--- config.mk ---
export PLATFORM = sky130hd
export DESIGN_NAME = tc1_core
export DESIGN_NICKNAME = d
export VERILOG_FILES = /design/src/tc1_pkg.sv /design/src/tc1_reg_if.sv /design/src/tc1_dts_div.sv /design/src/tc1_axil.sv /design/src/tc1_core.sv
export SDC_FILE = /design/constraint.sdc
export NUM_CORES = 1
export LEC_CHECK = 0
export BUFFER_PORTS_ARGS = -buffer_cell sky130_fd_sc_hd__buf_2
export CAP_MARGIN = 20
export CELL_PAD_IN_SITES_DETAIL_PLACEMENT = 1
export CELL_PAD_IN_SITES_GLOBAL_PLACEMENT = 1
export CORE_MARGIN = 8
export CORE_UTILIZATION = 41
export CTS_CLUSTER_DIAMETER = 200
export DETAILED_ROUTE_END_ITERATION = 10
export GPL_ROUTABILITY_DRIVEN = 0
export PLACE_DENSITY_LB_ADDON = 0.1
export SLEW_MARGIN = 20
export SYNTH_ARGS = -nofsm -noshare
export SYNTH_HDL_FRONTEND = slang
export SYNTH_SLANG_ARGS = --single-unit
--- constraint.sdc ---
create_clock -name SYS_CLK_I -period 2.7 [get_ports SYS_CLK_I]
set_input_delay 0.135 -clock SYS_CLK_I [delete_from_list [all_inputs] [get_ports SYS_CLK_I]]
set_output_delay 0.135 -clock SYS_CLK_I [all_outputs]
set_load 0.01 [all_outputs]
--- src/tc1_pkg.sv ---
package tc1_pkg;

  // Register byte offsets on the AXI4-Lite slave.
  localparam logic [7:0] CTRL_OFS    = 8'h00;
  localparam logic [7:0] RELOAD_OFS  = 8'h04;
  localparam logic [7:0] COUNT_OFS   = 8'h08;
  localparam logic [7:0] COMPARE_OFS = 8'h0C;
  localparam logic [7:0] CAPTURE_OFS = 8'h10;
  localparam logic [7:0] STATUS_OFS  = 8'h14;
  localparam logic [7:0] MASK_OFS    = 8'h18;
  localparam logic [7:0] COMMAND_OFS = 8'h1C;

  // Field positions of counter_control_one.
  localparam int unsigned CTL_LVL_BIT  = 15;
  localparam int unsigned CTL_SAT_BIT  = 14;
  localparam int unsigned CTL_CKD_LSB  = 8;
  localparam int unsigned CTL_PRE_BIT  = 7;
  localparam int unsigned CTL_CMS_LSB  = 5;
  localparam int unsigned CTL_DIR_BIT  = 4;
  localparam int unsigned CTL_OPM_BIT  = 3;
  localparam int unsigned CTL_URS_BIT  = 2;
  localparam int unsigned CTL_UPDATE_DISABLE_BIT = 1;
  localparam int unsigned CTL_RUN_BIT  = 0;
  localparam logic [15:0] CTRL_WMASK   = 16'hC3FF;
  localparam logic [15:0] CTRL_RST     = 16'h0000;

  // Other fields.
  localparam int unsigned CMD_UG_BIT  = 0;
  localparam int unsigned CMP_OUT_BIT = 16;
  localparam int unsigned CAP_LVL_BIT = 16;
  localparam int unsigned ST_UPD_BIT  = 0;
  localparam int unsigned ST_CMP_BIT  = 1;
  localparam int unsigned ST_CAP_BIT  = 2;
  localparam int unsigned ST_W        = 3;
  localparam logic [15:0] CNT_ZERO    = 16'h0000;
  localparam logic [15:0] CNT_ONE     = 16'h0001;
  localparam logic [15:0] CAP_SAT     = 16'hFFFF;
  localparam logic [31:0] WORD_ZERO   = 32'h0000_0000;
  localparam logic [1:0]  RESP_OKAY   = 2'h0;
  localparam logic [1:0]  RESP_SLVERR = 2'h2;

  typedef enum logic [1:0] {
    CMS_EDGE = 2'h0,
    CMS_C1   = 2'h1,
    CMS_C2   = 2'h2,
    CMS_C3   = 2'h3
  } tc1_cms_e;

  typedef enum logic [1:0] {
    CKD_DIV1 = 2'h0,
    CKD_DIV2 = 2'h1,
    CKD_DIV4 = 2'h2,
    CKD_RSVD = 2'h3
  } tc1_ckd_e;

  // Byte-lane merge of a bus write into an old register word.
  function automatic logic [31:0] tc1_merge(input logic [31:0] old_v,
                                            input logic [31:0] new_v,
                                            input logic [3:0]  strb);
    logic [31:0] res;
    res = old_v;
    for (int b = 0; b < 4; b++) begin
      if (strb[b]) begin
        res[8*b +: 8] = new_v[8*b +: 8];
      end
    end
    return res;
  endfunction : tc1_merge

endpackage : tc1_pkg

--- src/tc1_reg_if.sv ---
`timescale 1ns/100ps
// Register access path between the bus slave and the timer core.
interface tc1_reg_if;
  logic        wr_en;
  logic [7:0]  wr_addr;
  logic [31:0] wr_data;
  logic [3:0]  wr_strb;
  logic        wr_hit;
  logic [7:0]  rd_addr;
  logic [31:0] rd_data;
  logic        rd_hit;

  modport bus  (output wr_en, wr_addr, wr_data, wr_strb, rd_addr,
                input  wr_hit, rd_data, rd_hit);
  modport regs (input  wr_en, wr_addr, wr_data, wr_strb, rd_addr,
                output wr_hit, rd_data, rd_hit);
endinterface : tc1_reg_if

--- src/tc1_dts_div.sv ---
`timescale 1ns/100ps
// Sampling tick for the dead-time generator and the input filters.
module tc1_dts_div
  import tc1_pkg::*;
(
  input  wire logic       clk_i,
  input  wire logic       arst_n_i,
  input  wire logic [1:0] ckd_i,
  output logic            tick_o
);

  logic [1:0] cnt_q;
  logic [1:0] cnt_d;
  logic [1:0] last;
  logic       tick_d;

  // The reserved code falls back to the undivided clock so it never stalls.
  always_comb begin
    case (tc1_ckd_e'(ckd_i))
      CKD_DIV2: last = 2'h1;
      CKD_DIV4: last = 2'h3;
      default:  last = 2'h0;
    endcase
    tick_d = (cnt_q >= last);
    cnt_d  = tick_d ? 2'h0 : 2'(cnt_q + 2'h1);
  end

  // Counter and tick register.
  always_ff @(posedge clk_i or negedge arst_n_i) begin
    if (!arst_n_i) begin
      cnt_q  <= 2'h0;
      tick_o <= 1'b0;
    end else begin
      cnt_q  <= cnt_d;
      tick_o <= tick_d;
    end
  end
endmodule : tc1_dts_div

--- src/tc1_axil.sv ---
`timescale 1ns/100ps
// AXI4-Lite slave that turns bus transfers into register strobes.
module tc1_axil
  import tc1_pkg::*;
(
  input  wire logic        clk_i,
  input  wire logic        arst_n_i,
  input  wire logic [7:0]  awaddr_i,
  input  wire logic        awvalid_i,
  output logic             awready_o,
  input  wire logic [31:0] wdata_i,
  input  wire logic [3:0]  wstrb_i,
  input  wire logic        wvalid_i,
  output logic             wready_o,
  output logic [1:0]       bresp_o,
  output logic             bvalid_o,
  input  wire logic        bready_i,
  input  wire logic [7:0]  araddr_i,
  input  wire logic        arvalid_i,
  output logic             arready_o,
  output logic [31:0]      rdata_o,
  output logic [1:0]       rresp_o,
  output logic             rvalid_o,
  input  wire logic        rready_i,
  tc1_reg_if.bus           rif
);

  logic        aw_have_q, aw_have_d, w_have_q, w_have_d;
  logic [7:0]  awaddr_q, awaddr_d;
  logic [31:0] wdata_q, wdata_d, rdata_d;
  logic [3:0]  wstrb_q, wstrb_d;
  logic        bvalid_d, rvalid_d, aw_take, w_take, ar_take;
  logic [1:0]  bresp_d, rresp_d;

  // Address and data are held separately, so they may arrive in either order.
  always_comb begin
    awready_o   = !aw_have_q && !bvalid_o;
    wready_o    = !w_have_q && !bvalid_o;
    arready_o   = !rvalid_o;
    aw_take     = awvalid_i && awready_o;
    w_take      = wvalid_i && wready_o;
    ar_take     = arvalid_i && arready_o;
    awaddr_d    = aw_take ? awaddr_i : awaddr_q;
    wdata_d     = w_take ? wdata_i : wdata_q;
    wstrb_d     = w_take ? wstrb_i : wstrb_q;
    aw_have_d   = aw_have_q || aw_take;
    w_have_d    = w_have_q || w_take;
    rif.wr_en   = aw_have_d && w_have_d && !bvalid_o;
    rif.wr_addr = awaddr_d;
    rif.wr_data = wdata_d;
    rif.wr_strb = wstrb_d;
    rif.rd_addr = araddr_i;
    bvalid_d    = bvalid_o && !bready_i;
    bresp_d     = bresp_o;
    if (rif.wr_en) begin
      aw_have_d = 1'b0;
      w_have_d  = 1'b0;
      bvalid_d  = 1'b1;
      bresp_d   = rif.wr_hit ? RESP_OKAY : RESP_SLVERR;
    end
    rvalid_d = rvalid_o && !rready_i;
    rdata_d  = rdata_o;
    rresp_d  = rresp_o;
    if (ar_take) begin
      rvalid_d = 1'b1;
      rdata_d  = rif.rd_hit ? rif.rd_data : WORD_ZERO;
      rresp_d  = rif.rd_hit ? RESP_OKAY : RESP_SLVERR;
    end
  end

  // Channel state registers.
  always_ff @(posedge clk_i or negedge arst_n_i) begin
    if (!arst_n_i) begin
      aw_have_q <= 1'b0;
      w_have_q  <= 1'b0;
      awaddr_q  <= 8'h00;
      wdata_q   <= WORD_ZERO;
      wstrb_q   <= 4'h0;
      bvalid_o  <= 1'b0;
      bresp_o   <= RESP_OKAY;
      rvalid_o  <= 1'b0;
      rdata_o   <= WORD_ZERO;
      rresp_o   <= RESP_OKAY;
    end else begin
      aw_have_q <= aw_have_d;
      w_have_q  <= w_have_d;
      awaddr_q  <= awaddr_d;
      wdata_q   <= wdata_d;
      wstrb_q   <= wstrb_d;
      bvalid_o  <= bvalid_d;
      bresp_o   <= bresp_d;
      rvalid_o  <= rvalid_d;
      rdata_o   <= rdata_d;
      rresp_o   <= rresp_d;
    end
  end

endmodule : tc1_axil

--- src/tc1_core.sv ---
`timescale 1ns/100ps
// Behaviour
// - Bit 15 adds input level at capture bit 16.
// - Bit 14 saturates capture to FFFF after a wrap.
// - Field 9:8 divides sampling tick by 1,2,4.
// - Bit 7 buffers reload value until update.
// - Mode 00 counts edge-aligned by direction bit.
// - Mode 01 alternates; compare flag only counting down.
// - Mode 10 alternates; compare flag only counting up.
// - Mode 11 alternates; compare flag both directions.
// - Bit 4: zero counts up, one counts down.
// - Center or encoder mode: hardware sets direction.
// - Bit 3 clears run at next update event.
// - Bit 2: only wrap raises update request.
// - Bit 2 clear: wrap, command or slave request.
// - Bit 1 blocks updates; reinit still happens.
// - Bit 0 runs counter; trigger may set it.
module tc1_core
  import tc1_pkg::*;
(
  input  wire logic        SYS_CLK_I,
  input  wire logic        ARST_N_I,
  input  wire logic [7:0]  AXI_AWADDR_I,
  input  wire logic        AXI_AWVALID_I,
  output logic             AXI_AWREADY_O,
  input  wire logic [31:0] AXI_WDATA_I,
  input  wire logic [3:0]  AXI_WSTRB_I,
  input  wire logic        AXI_WVALID_I,
  output logic             AXI_WREADY_O,
  output logic [1:0]       AXI_BRESP_O,
  output logic             AXI_BVALID_O,
  input  wire logic        AXI_BREADY_I,
  input  wire logic [7:0]  AXI_ARADDR_I,
  input  wire logic        AXI_ARVALID_I,
  output logic             AXI_ARREADY_O,
  output logic [31:0]      AXI_RDATA_O,
  output logic [1:0]       AXI_RRESP_O,
  output logic             AXI_RVALID_O,
  input  wire logic        AXI_RREADY_I,
  input  wire logic        CAPTURE_PIN_I,
  input  wire logic        ENCODER_MODE_I,
  input  wire logic        ENCODER_DOWN_I,
  input  wire logic        SLAVE_UPDATE_I,
  input  wire logic        SLAVE_RESET_I,
  input  wire logic        TRIGGER_START_I,
  output logic             UPDATE_EVENT_O,
  output logic             UPDATE_REQUEST_O,
  output logic             COMPARE_FLAG_O,
  output logic             DTS_TICK_O,
  output logic             IRQ_O
);

  typedef enum logic {CNT_UP, CNT_DOWN} tc1_dir_e;

  tc1_reg_if rif ();

  logic [15:0]   ctrl_q, ctrl_d, reload_pre_q, reload_pre_d, reload_act_q, reload_act_d;
  logic [15:0]   count_q, count_d;
  logic [16:0]   cmp_q, cmp_d, cap_q, cap_d;
  logic [ST_W-1:0] status_q, status_d, mask_q, mask_d, st_set;
  tc1_dir_e      dir_q, dir_d;
  logic          ovf_seen_q, ovf_seen_d, uev_d, ureq_d, cmp_flag_d;
  logic          cap_s1_q, cap_s2_q, cap_s3_q;
  logic [31:0]   m_ctrl, m_rel, m_cnt, m_cmp, m_mask, m_clr;
  logic          wr_ctrl, wr_rel, wr_cnt, wr_cmp, wr_st, wr_mask, wr_cmd;
  logic          run, center, eff_down, ovf, unf, ug, reinit, uev_src, match, cap_evt;
  tc1_cms_e      center_align_select;

  // Bus slave feeding the register strobes.
  tc1_axil u_axil (
    .clk_i     (SYS_CLK_I),
    .arst_n_i  (ARST_N_I),
    .awaddr_i  (AXI_AWADDR_I),
    .awvalid_i (AXI_AWVALID_I),
    .awready_o (AXI_AWREADY_O),
    .wdata_i   (AXI_WDATA_I),
    .wstrb_i   (AXI_WSTRB_I),
    .wvalid_i  (AXI_WVALID_I),
    .wready_o  (AXI_WREADY_O),
    .bresp_o   (AXI_BRESP_O),
    .bvalid_o  (AXI_BVALID_O),
    .bready_i  (AXI_BREADY_I),
    .araddr_i  (AXI_ARADDR_I),
    .arvalid_i (AXI_ARVALID_I),
    .arready_o (AXI_ARREADY_O),
    .rdata_o   (AXI_RDATA_O),
    .rresp_o   (AXI_RRESP_O),
    .rvalid_o  (AXI_RVALID_O),
    .rready_i  (AXI_RREADY_I),
    .rif       (rif.bus)
  );

  // Sampling tick for dead time and filters.
  tc1_dts_div u_div (
    .clk_i    (SYS_CLK_I),
    .arst_n_i (ARST_N_I),
    .ckd_i    (ctrl_q[CTL_CKD_LSB +: 2]),
    .tick_o   (DTS_TICK_O)
  );

  // Write decode and byte-lane merges against each register's old value; status and command writes merge against zero.
  assign wr_ctrl = rif.wr_en && (rif.wr_addr == CTRL_OFS);
  assign wr_rel  = rif.wr_en && (rif.wr_addr == RELOAD_OFS);
  assign wr_cnt  = rif.wr_en && (rif.wr_addr == COUNT_OFS);
  assign wr_cmp  = rif.wr_en && (rif.wr_addr == COMPARE_OFS);
  assign wr_st   = rif.wr_en && (rif.wr_addr == STATUS_OFS);
  assign wr_mask = rif.wr_en && (rif.wr_addr == MASK_OFS);
  assign wr_cmd  = rif.wr_en && (rif.wr_addr == COMMAND_OFS);
  assign m_ctrl  = tc1_merge({16'h0000, ctrl_q}, rif.wr_data, rif.wr_strb);
  assign m_rel   = tc1_merge({16'h0000, reload_pre_q}, rif.wr_data, rif.wr_strb);
  assign m_cnt   = tc1_merge({16'h0000, count_q}, rif.wr_data, rif.wr_strb);
  assign m_cmp   = tc1_merge({15'h0000, cmp_q}, rif.wr_data, rif.wr_strb);
  assign m_mask  = tc1_merge({29'h0000_0000, mask_q}, rif.wr_data, rif.wr_strb);
  assign m_clr   = tc1_merge(WORD_ZERO, rif.wr_data, rif.wr_strb);
  assign rif.wr_hit = wr_ctrl || wr_rel || wr_cnt || wr_cmp || wr_st || wr_mask || wr_cmd
                      || (rif.wr_addr == CAPTURE_OFS);

  // Counting direction and wrap detection; center and encoder modes own the direction.
  always_comb begin
    center_align_select      = tc1_cms_e'(ctrl_q[CTL_CMS_LSB +: 2]);
    run      = ctrl_q[CTL_RUN_BIT];
    center   = (center_align_select != CMS_EDGE);
    if (center) begin
      eff_down = (dir_q == CNT_DOWN);
    end else if (ENCODER_MODE_I) begin
      eff_down = ENCODER_DOWN_I;
    end else begin
      eff_down = ctrl_q[CTL_DIR_BIT];
    end
    ovf      = run && !eff_down && (count_q == reload_act_q);
    unf      = run && eff_down && (count_q == CNT_ZERO);
    ug       = wr_cmd && m_clr[CMD_UG_BIT];
    reinit   = ug || SLAVE_RESET_I;
    uev_src  = ovf || unf || ug || SLAVE_UPDATE_I;
    uev_d    = uev_src && !ctrl_q[CTL_UPDATE_DISABLE_BIT];
    ureq_d   = uev_d && (ctrl_q[CTL_URS_BIT] ? (ovf || unf) : 1'b1);
  end

  // Control, reload and counter next values.
  always_comb begin
    ctrl_d       = ctrl_q;
    reload_pre_d = reload_pre_q;
    reload_act_d = reload_act_q;
    count_d      = count_q;
    dir_d        = dir_q;
    if (wr_ctrl) begin
      ctrl_d = m_ctrl[15:0] & CTRL_WMASK;
    end
    if (uev_d && ctrl_q[CTL_OPM_BIT]) begin
      ctrl_d[CTL_RUN_BIT] = 1'b0;
    end
    if (TRIGGER_START_I) begin
      ctrl_d[CTL_RUN_BIT] = 1'b1;
    end
    if (wr_rel) begin
      reload_pre_d = m_rel[15:0];
      if (!ctrl_q[CTL_PRE_BIT]) begin
        reload_act_d = m_rel[15:0];
      end
    end
    if (uev_d && ctrl_q[CTL_PRE_BIT]) begin
      reload_act_d = reload_pre_q;
    end
    // Center modes assume the counter starts from the bottom going up.
    if (run && !center) begin
      if (eff_down) begin
        count_d = unf ? reload_act_q : 16'(count_q - CNT_ONE);
      end else begin
        count_d = ovf ? CNT_ZERO : 16'(count_q + CNT_ONE);
      end
    end else if (run) begin
      if (ovf) begin
        count_d = 16'(count_q - CNT_ONE);
        dir_d   = CNT_DOWN;
      end else if (unf) begin
        count_d = 16'(count_q + CNT_ONE);
        dir_d   = CNT_UP;
      end else begin
        count_d = eff_down ? 16'(count_q - CNT_ONE) : 16'(count_q + CNT_ONE);
      end
    end
    // Reinitialisation works even while updates are disabled.
    if (reinit) begin
      count_d = (eff_down && !center) ? reload_act_q : CNT_ZERO;
      dir_d   = CNT_UP;
    end
    if (wr_cnt) begin
      count_d = m_cnt[15:0];
    end
  end

  // Compare and capture next values.
  always_comb begin
    cmp_d      = wr_cmp ? m_cmp[16:0] : cmp_q;
    match      = cmp_q[CMP_OUT_BIT] && run && (count_q == cmp_q[15:0]);
    case (center_align_select)
      CMS_EDGE: cmp_flag_d = match;
      CMS_C1:   cmp_flag_d = match && eff_down;
      CMS_C2:   cmp_flag_d = match && !eff_down;
      CMS_C3:   cmp_flag_d = match;
      default:  cmp_flag_d = 1'b0;
    endcase
    // Both pin edges capture, so the level bit tells rising from falling.
    cap_evt    = !cmp_q[CMP_OUT_BIT] && (cap_s2_q != cap_s3_q);
    cap_d      = cap_q;
    if (cap_evt) begin
      cap_d[CAP_LVL_BIT] = ctrl_q[CTL_LVL_BIT] && cap_s2_q;
      cap_d[15:0] = (ctrl_q[CTL_SAT_BIT] && ovf_seen_q) ? CAP_SAT : count_q;
    end
    // A wrap in the capture cycle is kept for the next capture.
    ovf_seen_d = (ovf || unf) ? 1'b1 : (cap_evt ? 1'b0 : ovf_seen_q);
    mask_d     = wr_mask ? m_mask[ST_W-1:0] : mask_q;
    st_set     = '0;
    st_set[ST_UPD_BIT] = ureq_d;
    st_set[ST_CMP_BIT] = cmp_flag_d;
    st_set[ST_CAP_BIT] = cap_evt;
  end

  // Sticky status bits: a new event wins over a write-one-to-clear.
  for (genvar i = 0; i < ST_W; i++) begin : g_status
    assign status_d[i] = st_set[i] || (status_q[i] && !(wr_st && m_clr[i]));
  end

  // Read multiplexer; the direction bit shows the hardware direction.
  always_comb begin
    rif.rd_hit  = 1'b1;
    rif.rd_data = WORD_ZERO;
    case (rif.rd_addr)
      CTRL_OFS:    rif.rd_data = {16'h0000, ctrl_q[15:5], eff_down, ctrl_q[3:0]};
      RELOAD_OFS:  rif.rd_data = {16'h0000, reload_pre_q};
      COUNT_OFS:   rif.rd_data = {16'h0000, count_q};
      COMPARE_OFS: rif.rd_data = {15'h0000, cmp_q};
      CAPTURE_OFS: rif.rd_data = {15'h0000, cap_q};
      STATUS_OFS:  rif.rd_data = {29'h0000_0000, status_q};
      MASK_OFS:    rif.rd_data = {29'h0000_0000, mask_q};
      COMMAND_OFS: rif.rd_data = WORD_ZERO;
      default:     rif.rd_hit  = 1'b0;
    endcase
  end

  assign IRQ_O = |(status_q & mask_q);

  // All state registers; the capture pin passes two flops before use.
  always_ff @(posedge SYS_CLK_I or negedge ARST_N_I) begin
    if (!ARST_N_I) begin
      ctrl_q           <= CTRL_RST;
      reload_pre_q     <= CNT_ZERO;
      reload_act_q     <= CNT_ZERO;
      count_q          <= CNT_ZERO;
      dir_q            <= CNT_UP;
      cmp_q            <= '0;
      cap_q            <= '0;
      ovf_seen_q       <= 1'b0;
      status_q         <= '0;
      mask_q           <= '0;
      cap_s1_q         <= 1'b0;
      cap_s2_q         <= 1'b0;
      cap_s3_q         <= 1'b0;
      UPDATE_EVENT_O   <= 1'b0;
      UPDATE_REQUEST_O <= 1'b0;
      COMPARE_FLAG_O   <= 1'b0;
    end else begin
      ctrl_q           <= ctrl_d;
      reload_pre_q     <= reload_pre_d;
      reload_act_q     <= reload_act_d;
      count_q          <= count_d;
      dir_q            <= dir_d;
      cmp_q            <= cmp_d;
      cap_q            <= cap_d;
      ovf_seen_q       <= ovf_seen_d;
      status_q         <= status_d;
      mask_q           <= mask_d;
      cap_s1_q         <= CAPTURE_PIN_I;
      cap_s2_q         <= cap_s1_q;
      cap_s3_q         <= cap_s2_q;
      UPDATE_EVENT_O   <= uev_d;
      UPDATE_REQUEST_O <= ureq_d;
      COMPARE_FLAG_O   <= cmp_flag_d;
    end
  end
endmodule : tc1_core

Yosys cells after proc, flatten, opt, wreduce, memory -nomap -nowiden
Cells that the tools add are included.
{"block": "totals", "output_inout_bits": 46, "register_bits": 179, "elab_cells": 208, "in_bits": 65}
{"block": "classes", "eq_ne": 26, "mux": 49, "addsub": 3, "n_reduce_logical": 95, "n_bitwise": 1, "magnitude_cmp": 1}
{"op": "16-bit two-way mux", "n": 15}
{"op": "17-bit case mux with 7 select lines", "n": 1}
{"op": "8-bit by 5-bit equality test with 1-bit output (second input constant)", "n": 8}
{"op": "1-bit logical AND", "n": 40}
{"op": "8-bit two-way mux", "n": 5}
{"op": "17-bit two-way mux", "n": 2}
{"op": "16-bit equality test", "n": 2}
{"op": "8-bit by 4-bit equality test with 1-bit output (second input constant)", "n": 4}
{"op": "2-bit AND reduction", "n": 10}
{"op": "1-bit two-way mux", "n": 19}
{"op": "16-bit by 1-bit adder with 16-bit output (second input constant)", "n": 1}
{"op": "8-bit by 3-bit equality test with 1-bit output (second input constant)", "n": 2}
{"op": "16-bit zero test", "n": 1}
{"op": "8-bit zero test", "n": 2}
{"op": "1-bit logical OR", "n": 16}
{"op": "16-bit by 1-bit subtractor with 16-bit output (second input constant)", "n": 1}
{"op": "1-bit zero test", "n": 13}
{"op": "3-bit nonzero test", "n": 3}
{"op": "2-bit nonzero test", "n": 4}
{"op": "8-bit OR reduction", "n": 1}
{"op": "2-bit equality test (second input constant)", "n": 3}
{"op": "2-bit two-way mux", "n": 3}
{"op": "3-bit two-way mux", "n": 2}
{"op": "2-bit by 1-bit inequality test with 1-bit output (second input constant)", "n": 3}
{"op": "other kinds (13)", "n": 14}

Longest topological paths before layout
{"block": "depth", "depth_word": 15, "ltp_mapped": 11, "depth_no_buf": 9}

Modules after synthesis
A second synthesis with hierarchy kept.
{"block": "unflattened", "cells_unflattened": 1004, "hier_area_um2": 10322.4}
{"mod": "tc1_core", "seq_area_each_um2": 2702.6, "instances": 1, "area_per_inst_um2": 6809.0, "cells_per_inst": 721}
{"mod": "tc1_axil", "seq_area_each_um2": 2052.0, "instances": 1, "area_per_inst_um2": 3335.7, "cells_per_inst": 268}
{"mod": "tc1_dts_div", "seq_area_each_um2": 75.1, "instances": 1, "area_per_inst_um2": 177.7, "cells_per_inst": 15}

Worst setup path after synthesis
Ideal clock, no wire load.
{"block": "synth_timing", "path_type": "reg-to-reg", "from": "reg u_axil.bvalid_o", "to": "reg count_q[11]", "arrival_ps": 2505, "path_stages_with_launch": 11, "setup_time_ps": 138, "setup_slack_ps": 57, "path_buffers": 4, "required_time_ps": 2562, "period_less_slack_ps": 2643, "path_cell_list": "dfrtp_1 > buf_6 > or3b_1 > buf_6 > mux2i_4 > or4_1 > buf_2 > and3_1 > clkbuf_1 > a22oi_1 > o211ai_1"}
{"block": "synth_between", "elab_chain_len": 11, "word_cells_on_any_way": 25, "classes_between": "3 x eq/ne; 7 x mux; 15 x reduce/logical"}
{"item": "from (decl)", "line": "tc1_axil.sv:16", "rtl": "output logic bvalid_o,"}
{"item": "from (signal assigned)", "line": "tc1_axil.sv:90", "rtl": "bvalid_o <= bvalid_d;"}
{"item": "1-bit zero test (*)", "line": "tc1_axil.sv:37, tc1_axil.sv:38, tc1_axil.sv:48"}
{"item": "parallel branches: the longest is 10 deep, another holds 8-bit two-way mux"}
{"item": "to (signal assigned)", "line": "tc1_core.sv:266", "rtl": "count_q <= count_d;"}
{"item": "to (decl)", "line": "tc1_core.sv:58", "rtl": "logic [15:0] count_q, count_d;"}
Every way passes the cells marked *. The select of a mux whose other input is x is not followed.
A chain may end at the register's enable or synchronous reset.

Worst setup path in the final report
{"block": "layout_timing", "from": "reg count_q[9]", "to": "reg count_q[14]"}
{"block": "layout_between", "elab_chain_len": 8, "word_cells_on_any_way": 16, "classes_between": "2 x add/sub; 1 x eq/ne; 10 x mux; 3 x reduce/logical"}
{"item": "16-bit by 1-bit adder with 16-bit output (tied with other cells)", "line": "tc1_core.sv:169, tc1_core.sv:176, tc1_core.sv:179"}
{"item": "16-bit two-way mux or 1-bit logical AND (tied branches)", "line": "tc1_core.sv:179, tc1_core.sv:131"}
{"item": "16-bit two-way mux", "line": "tc1_core.sv:175", "rtl": "end else if (unf) begin"}
{"item": "16-bit two-way mux", "line": "tc1_core.sv:172", "rtl": "if (ovf) begin"}
{"item": "16-bit two-way mux", "line": "tc1_core.sv:171", "rtl": "end else if (run) begin"}
{"item": "16-bit two-way mux (*)", "line": "tc1_core.sv:165", "rtl": "if (run && !center) begin"}
{"item": "16-bit two-way mux (*)", "line": "tc1_core.sv:183", "rtl": "if (reinit) begin"}
{"item": "16-bit two-way mux (*)", "line": "tc1_core.sv:187", "rtl": "if (wr_cnt) begin"}
Mark *: on every way between the ends. The rest lies on a longest branch, timed or not. The select of a mux whose other input is x is not followed.

==> results.json <==
{
  "yosysTopAreaCellShare": 0.447,
  "grt_setup_unrepaired": "yes",
  "placed_cells": 1356,
  "synth_area_leaders": "dfrtp_1 (45%), nand2_1 (4.1%), mux2i_1 (4.0%)",
  "crit_path_frequent_cell": "buf_6",
  "core_area_mm2": 0.0218,
  "grt_start_max_net_pins": 62,
  "grt-busiest-layer": "met2",
  "clk_path_buf_depth": 2,
  "drt_first_pass_iters": 5,
  "finClkSkew_ns": 0.00795,
  "synth_most_common_cell": "dfrtp_1",
  "clk_pin_slew_ns": 0.07,
  "first_global_vias": 8477,
  "start_kind": "flop",
  "path_delay_family": "simple AND/OR/NAND/NOR gates",
  "instances_no_fill": 1417,
  "wire_per_inst_um": 22.3,
  "async_flop_share": 1.00,
  "htreeDepth": 4,
  "layout.nets": 1197,
  "worst_pin_slew_ns": 0.822,
  "grt_use_met2": 0.384,
  "slew_violations": 0,
  "clk_latency_ns": 0.44,
  "final_hold_viol_count": 0,
  "cts.sinks": 162,
  "ys.flop_type": "dfrtp_1",
  "path_class": "reg -> reg",
  "drc_errors": 0,
  "yosysUniqueCellTypes": 83,
  "syn_to_final_growth_pct": 25.1,
  "synth_cells": 959,
  "yosysSeqAreaShare": 0.447,
  "dieArea_mm2": 0.0271,
  "final_layout_size_suffix_gt1_frac": 0.261,
  "wl_um": 31600,
  "cp_slowest_stage_delay_ns": 0.59,
  "drtIter0Drc": 491,
  "diodes": 0,
  "rows": 54,
  "power.density_mw_per_mm2": 912,
  "port_buffers": 77,
  "worstPathArrival_ns": 2.99,
  "die_x_um": 165,
  "start_util": 0.417,
  "status": "complete, no violations",
  "fmax_mhz": 372,
  "crit_path_end_kind": "flop",
  "min_period_over_period": 0.996,
  "overflow": 0,
  "synth-warning-count": 0,
  "vias": 8115,
  "ir_worst_vdd_mv": 0.413,
  "post-synth-top-area-cell": "dfrtp_1",
  "hpwl_um": 22800,
  "grtUsageMet3": 0.0503,
  "hp-class": "in -> reg",
  "syn_area_mm2": 0.00907,
  "numCtsBuffers": 17,
  "final-setup-viol-count": 0,
  "drtAntennaViolNets": 0,
  "crit_fanout": 6,
  "via_per_inst": 5.73,
  "synthTopCellsByCount": "dfrtp_1 (162), nand2_1 (100), nor2_1 (94)",
  "p_leak_uw": 0.00519,
  "cts_root_buf": "clkbuf_16",
  "ioPinCount": 111,
  "crit_buf_inv": 2,
  "antenna_found_initial": 0,
  "cts_tree": "done",
  "cp.required_ns": 3.00,
  "die_h_um": 165,
  "drv_cap": 0,
  "syn-mean-instance-area_um2": 9.45,
  "relSlewSlack": 0.452,
  "grt.met1_usage": 0.306,
  "totalPowerFinal_uw": 10300,
  "critPathSlowestCell": "or4_4",
  "layout_min_cycle_time_ns": 2.69,
  "cp_cell_sequence": "or3_4 -> or4_4 -> o21ai_2 -> o31a_1 -> buf_6 -> buf_6 -> o22ai_2 -> o211ai_1 -> nand3_1",
  "ys_ff_latch": 162,
  "grt_pass1_wl_um": 49200,
  "synth_edf_count": 0,
  "grtUsageTotal": 0.237
}
layer usage:
| layer | vias up | share of wire |
|---|---|---|
| li1 | 3757 | - |
| met5 | - | 0 |
| met3 | 46 | 0.063 |
| met4 | 0 | 0.027 |
| met1 | 4074 | 0.43 |
| met2 | 238 | 0.48 |
where the power goes:
group          total, uW  internal (uW)  switching [uW]
clock network       2540           1430            1110
logic               3870           1610            2250
registers           3940           3180             756
timing repair:
action | in CTS | in global routing
gates cloned | 1 | 0
resized for setup | 12 | 35
buffers inserted | 5 | 9
pin swaps | 3 | 18
hold endpoints to repair | 73 | 0
hold buffers | 15 | 0
setup endpoints to repair | 29 | 34
cells in the final DEF (no fill, tap or decap), types with 11 or more instances in the layout:
master         instances
a211oi_1              21
a21o_1                25
a21oi_1               58
a222oi_1              13
a22oi_1               26
buf_2                 76
buf_4                105
clkbuf_16             17
conb_1                17
dfrtp_1              159
dlygate4sd3_1         15
inv_1                 31
mux2_2                11
mux2i_1               36
nand2_1              100
nand3_1               23
nand4_1               12
nor2_1                91
nor3_1                16
o21ai_0               44
xnor2_1               26
xor2_1                22
final timing paths:
check | from | endpoint | slack [ns] | cells after the start
setup / recovery | count_q[9]$_DFFE_PN0P_ | count_q[14]$_DFFE_PN0P_ | 0.01 | 9
hold / removal | AXI_WSTRB_I[1] | u_axil.wstrb_q[1]$_DFF_PN0_ | 0.02 | 3
setup reg to reg | count_q[9]$_DFFE_PN0P_ | count_q[14]$_DFFE_PN0P_ | 0.01 | 9
hold reg to reg | cap_s1_q$_DFF_PN0_ | cap_s2_q$_DFF_PN0_ | 0.36 | 0
max in group asynchronous | ARST_N_I | count_q[8]$_DFFE_PN0P_ | 1.71 | 3
min in group asynchronous | ARST_N_I | u_axil.bvalid_o$_DFF_PN0_ | 0.24 | 2
kinds of logic (layout without fill, tap and decap cells):
| logic type | Yosys count | after routing | synth area share |
|---|---|---|---|
| xor gates and xnor gates | 52 | 52 | 0.0502 |
| buffers and inverters | 115 | 277 | 0.0596 |
| muxes | 51 | 51 | 0.0607 |
| DFF | 162 | 162 | 0.447 |
| and+or+nand+nor | 303 | 303 | 0.161 |
| other | 1 | 17 | 0.000414 |
| adders and majority gates | 8 | 8 | 0.0110 |
| AOI/OAI and AO/OA | 267 | 267 | 0.209 |
worst reg2reg max path: cells and delay by family (launching register included):
kind            cells  cell delay (ns)
compound gates      4             0.75
buf+inv             2             0.27
flops               1             0.42
simple gates        3             1.12
state kept, by name, indices dropped and copies added (netlist names), 2 cells and up:
name / count
reload_pre_q: 16
u_axil.rdata_o: 17
u_axil.awaddr_q: 8
cmp_q: 17
status_q: 3
ctrl_q: 12
cap_q: 17
u_axil.wstrb_q: 3
mask_q: 3
u_axil.wdata_q: 17
reload_act_q: 16
u_div.cnt_q: 2
count_q: 16
metrics by stage:
stage | hold WS, ns | area [um^2] | setup TNS, ns | worst slack (ns) | utilization
final | 0.0154 | 11300 | 0 | 0.0103 | 0.521
after global placement | 0.166 | 10300 | -0.00309 | -0.00309 | 0.474
after detailed placement | 0.163 | 10300 | -0.315 | -0.0575 | 0.474
after global routing | 0.0123 | 11300 | -0.429 | -0.0976 | 0.521
after floorplan | -0.161 | 9130 | 0 | 0.0565 | -
after CTS | 0.000552 | 11200 | 0 | 0.000506 | 0.513
area by class of cell:
| type | count | area (um^2) |
|---|---|---|
| clock buffers | 19 | 453 |
| clock inverters | 13 | 148 |
| fillers | 2473 | 10400 |
| inverters | 36 | 135 |
| multi-input cells | 698 | 4670 |
| flip-flops and latches | 162 | 4060 |
| well taps | 280 | 350 |
| repair buffers | 209 | 1530 |
Note: power is estimated with default switching activity, not from simulation.
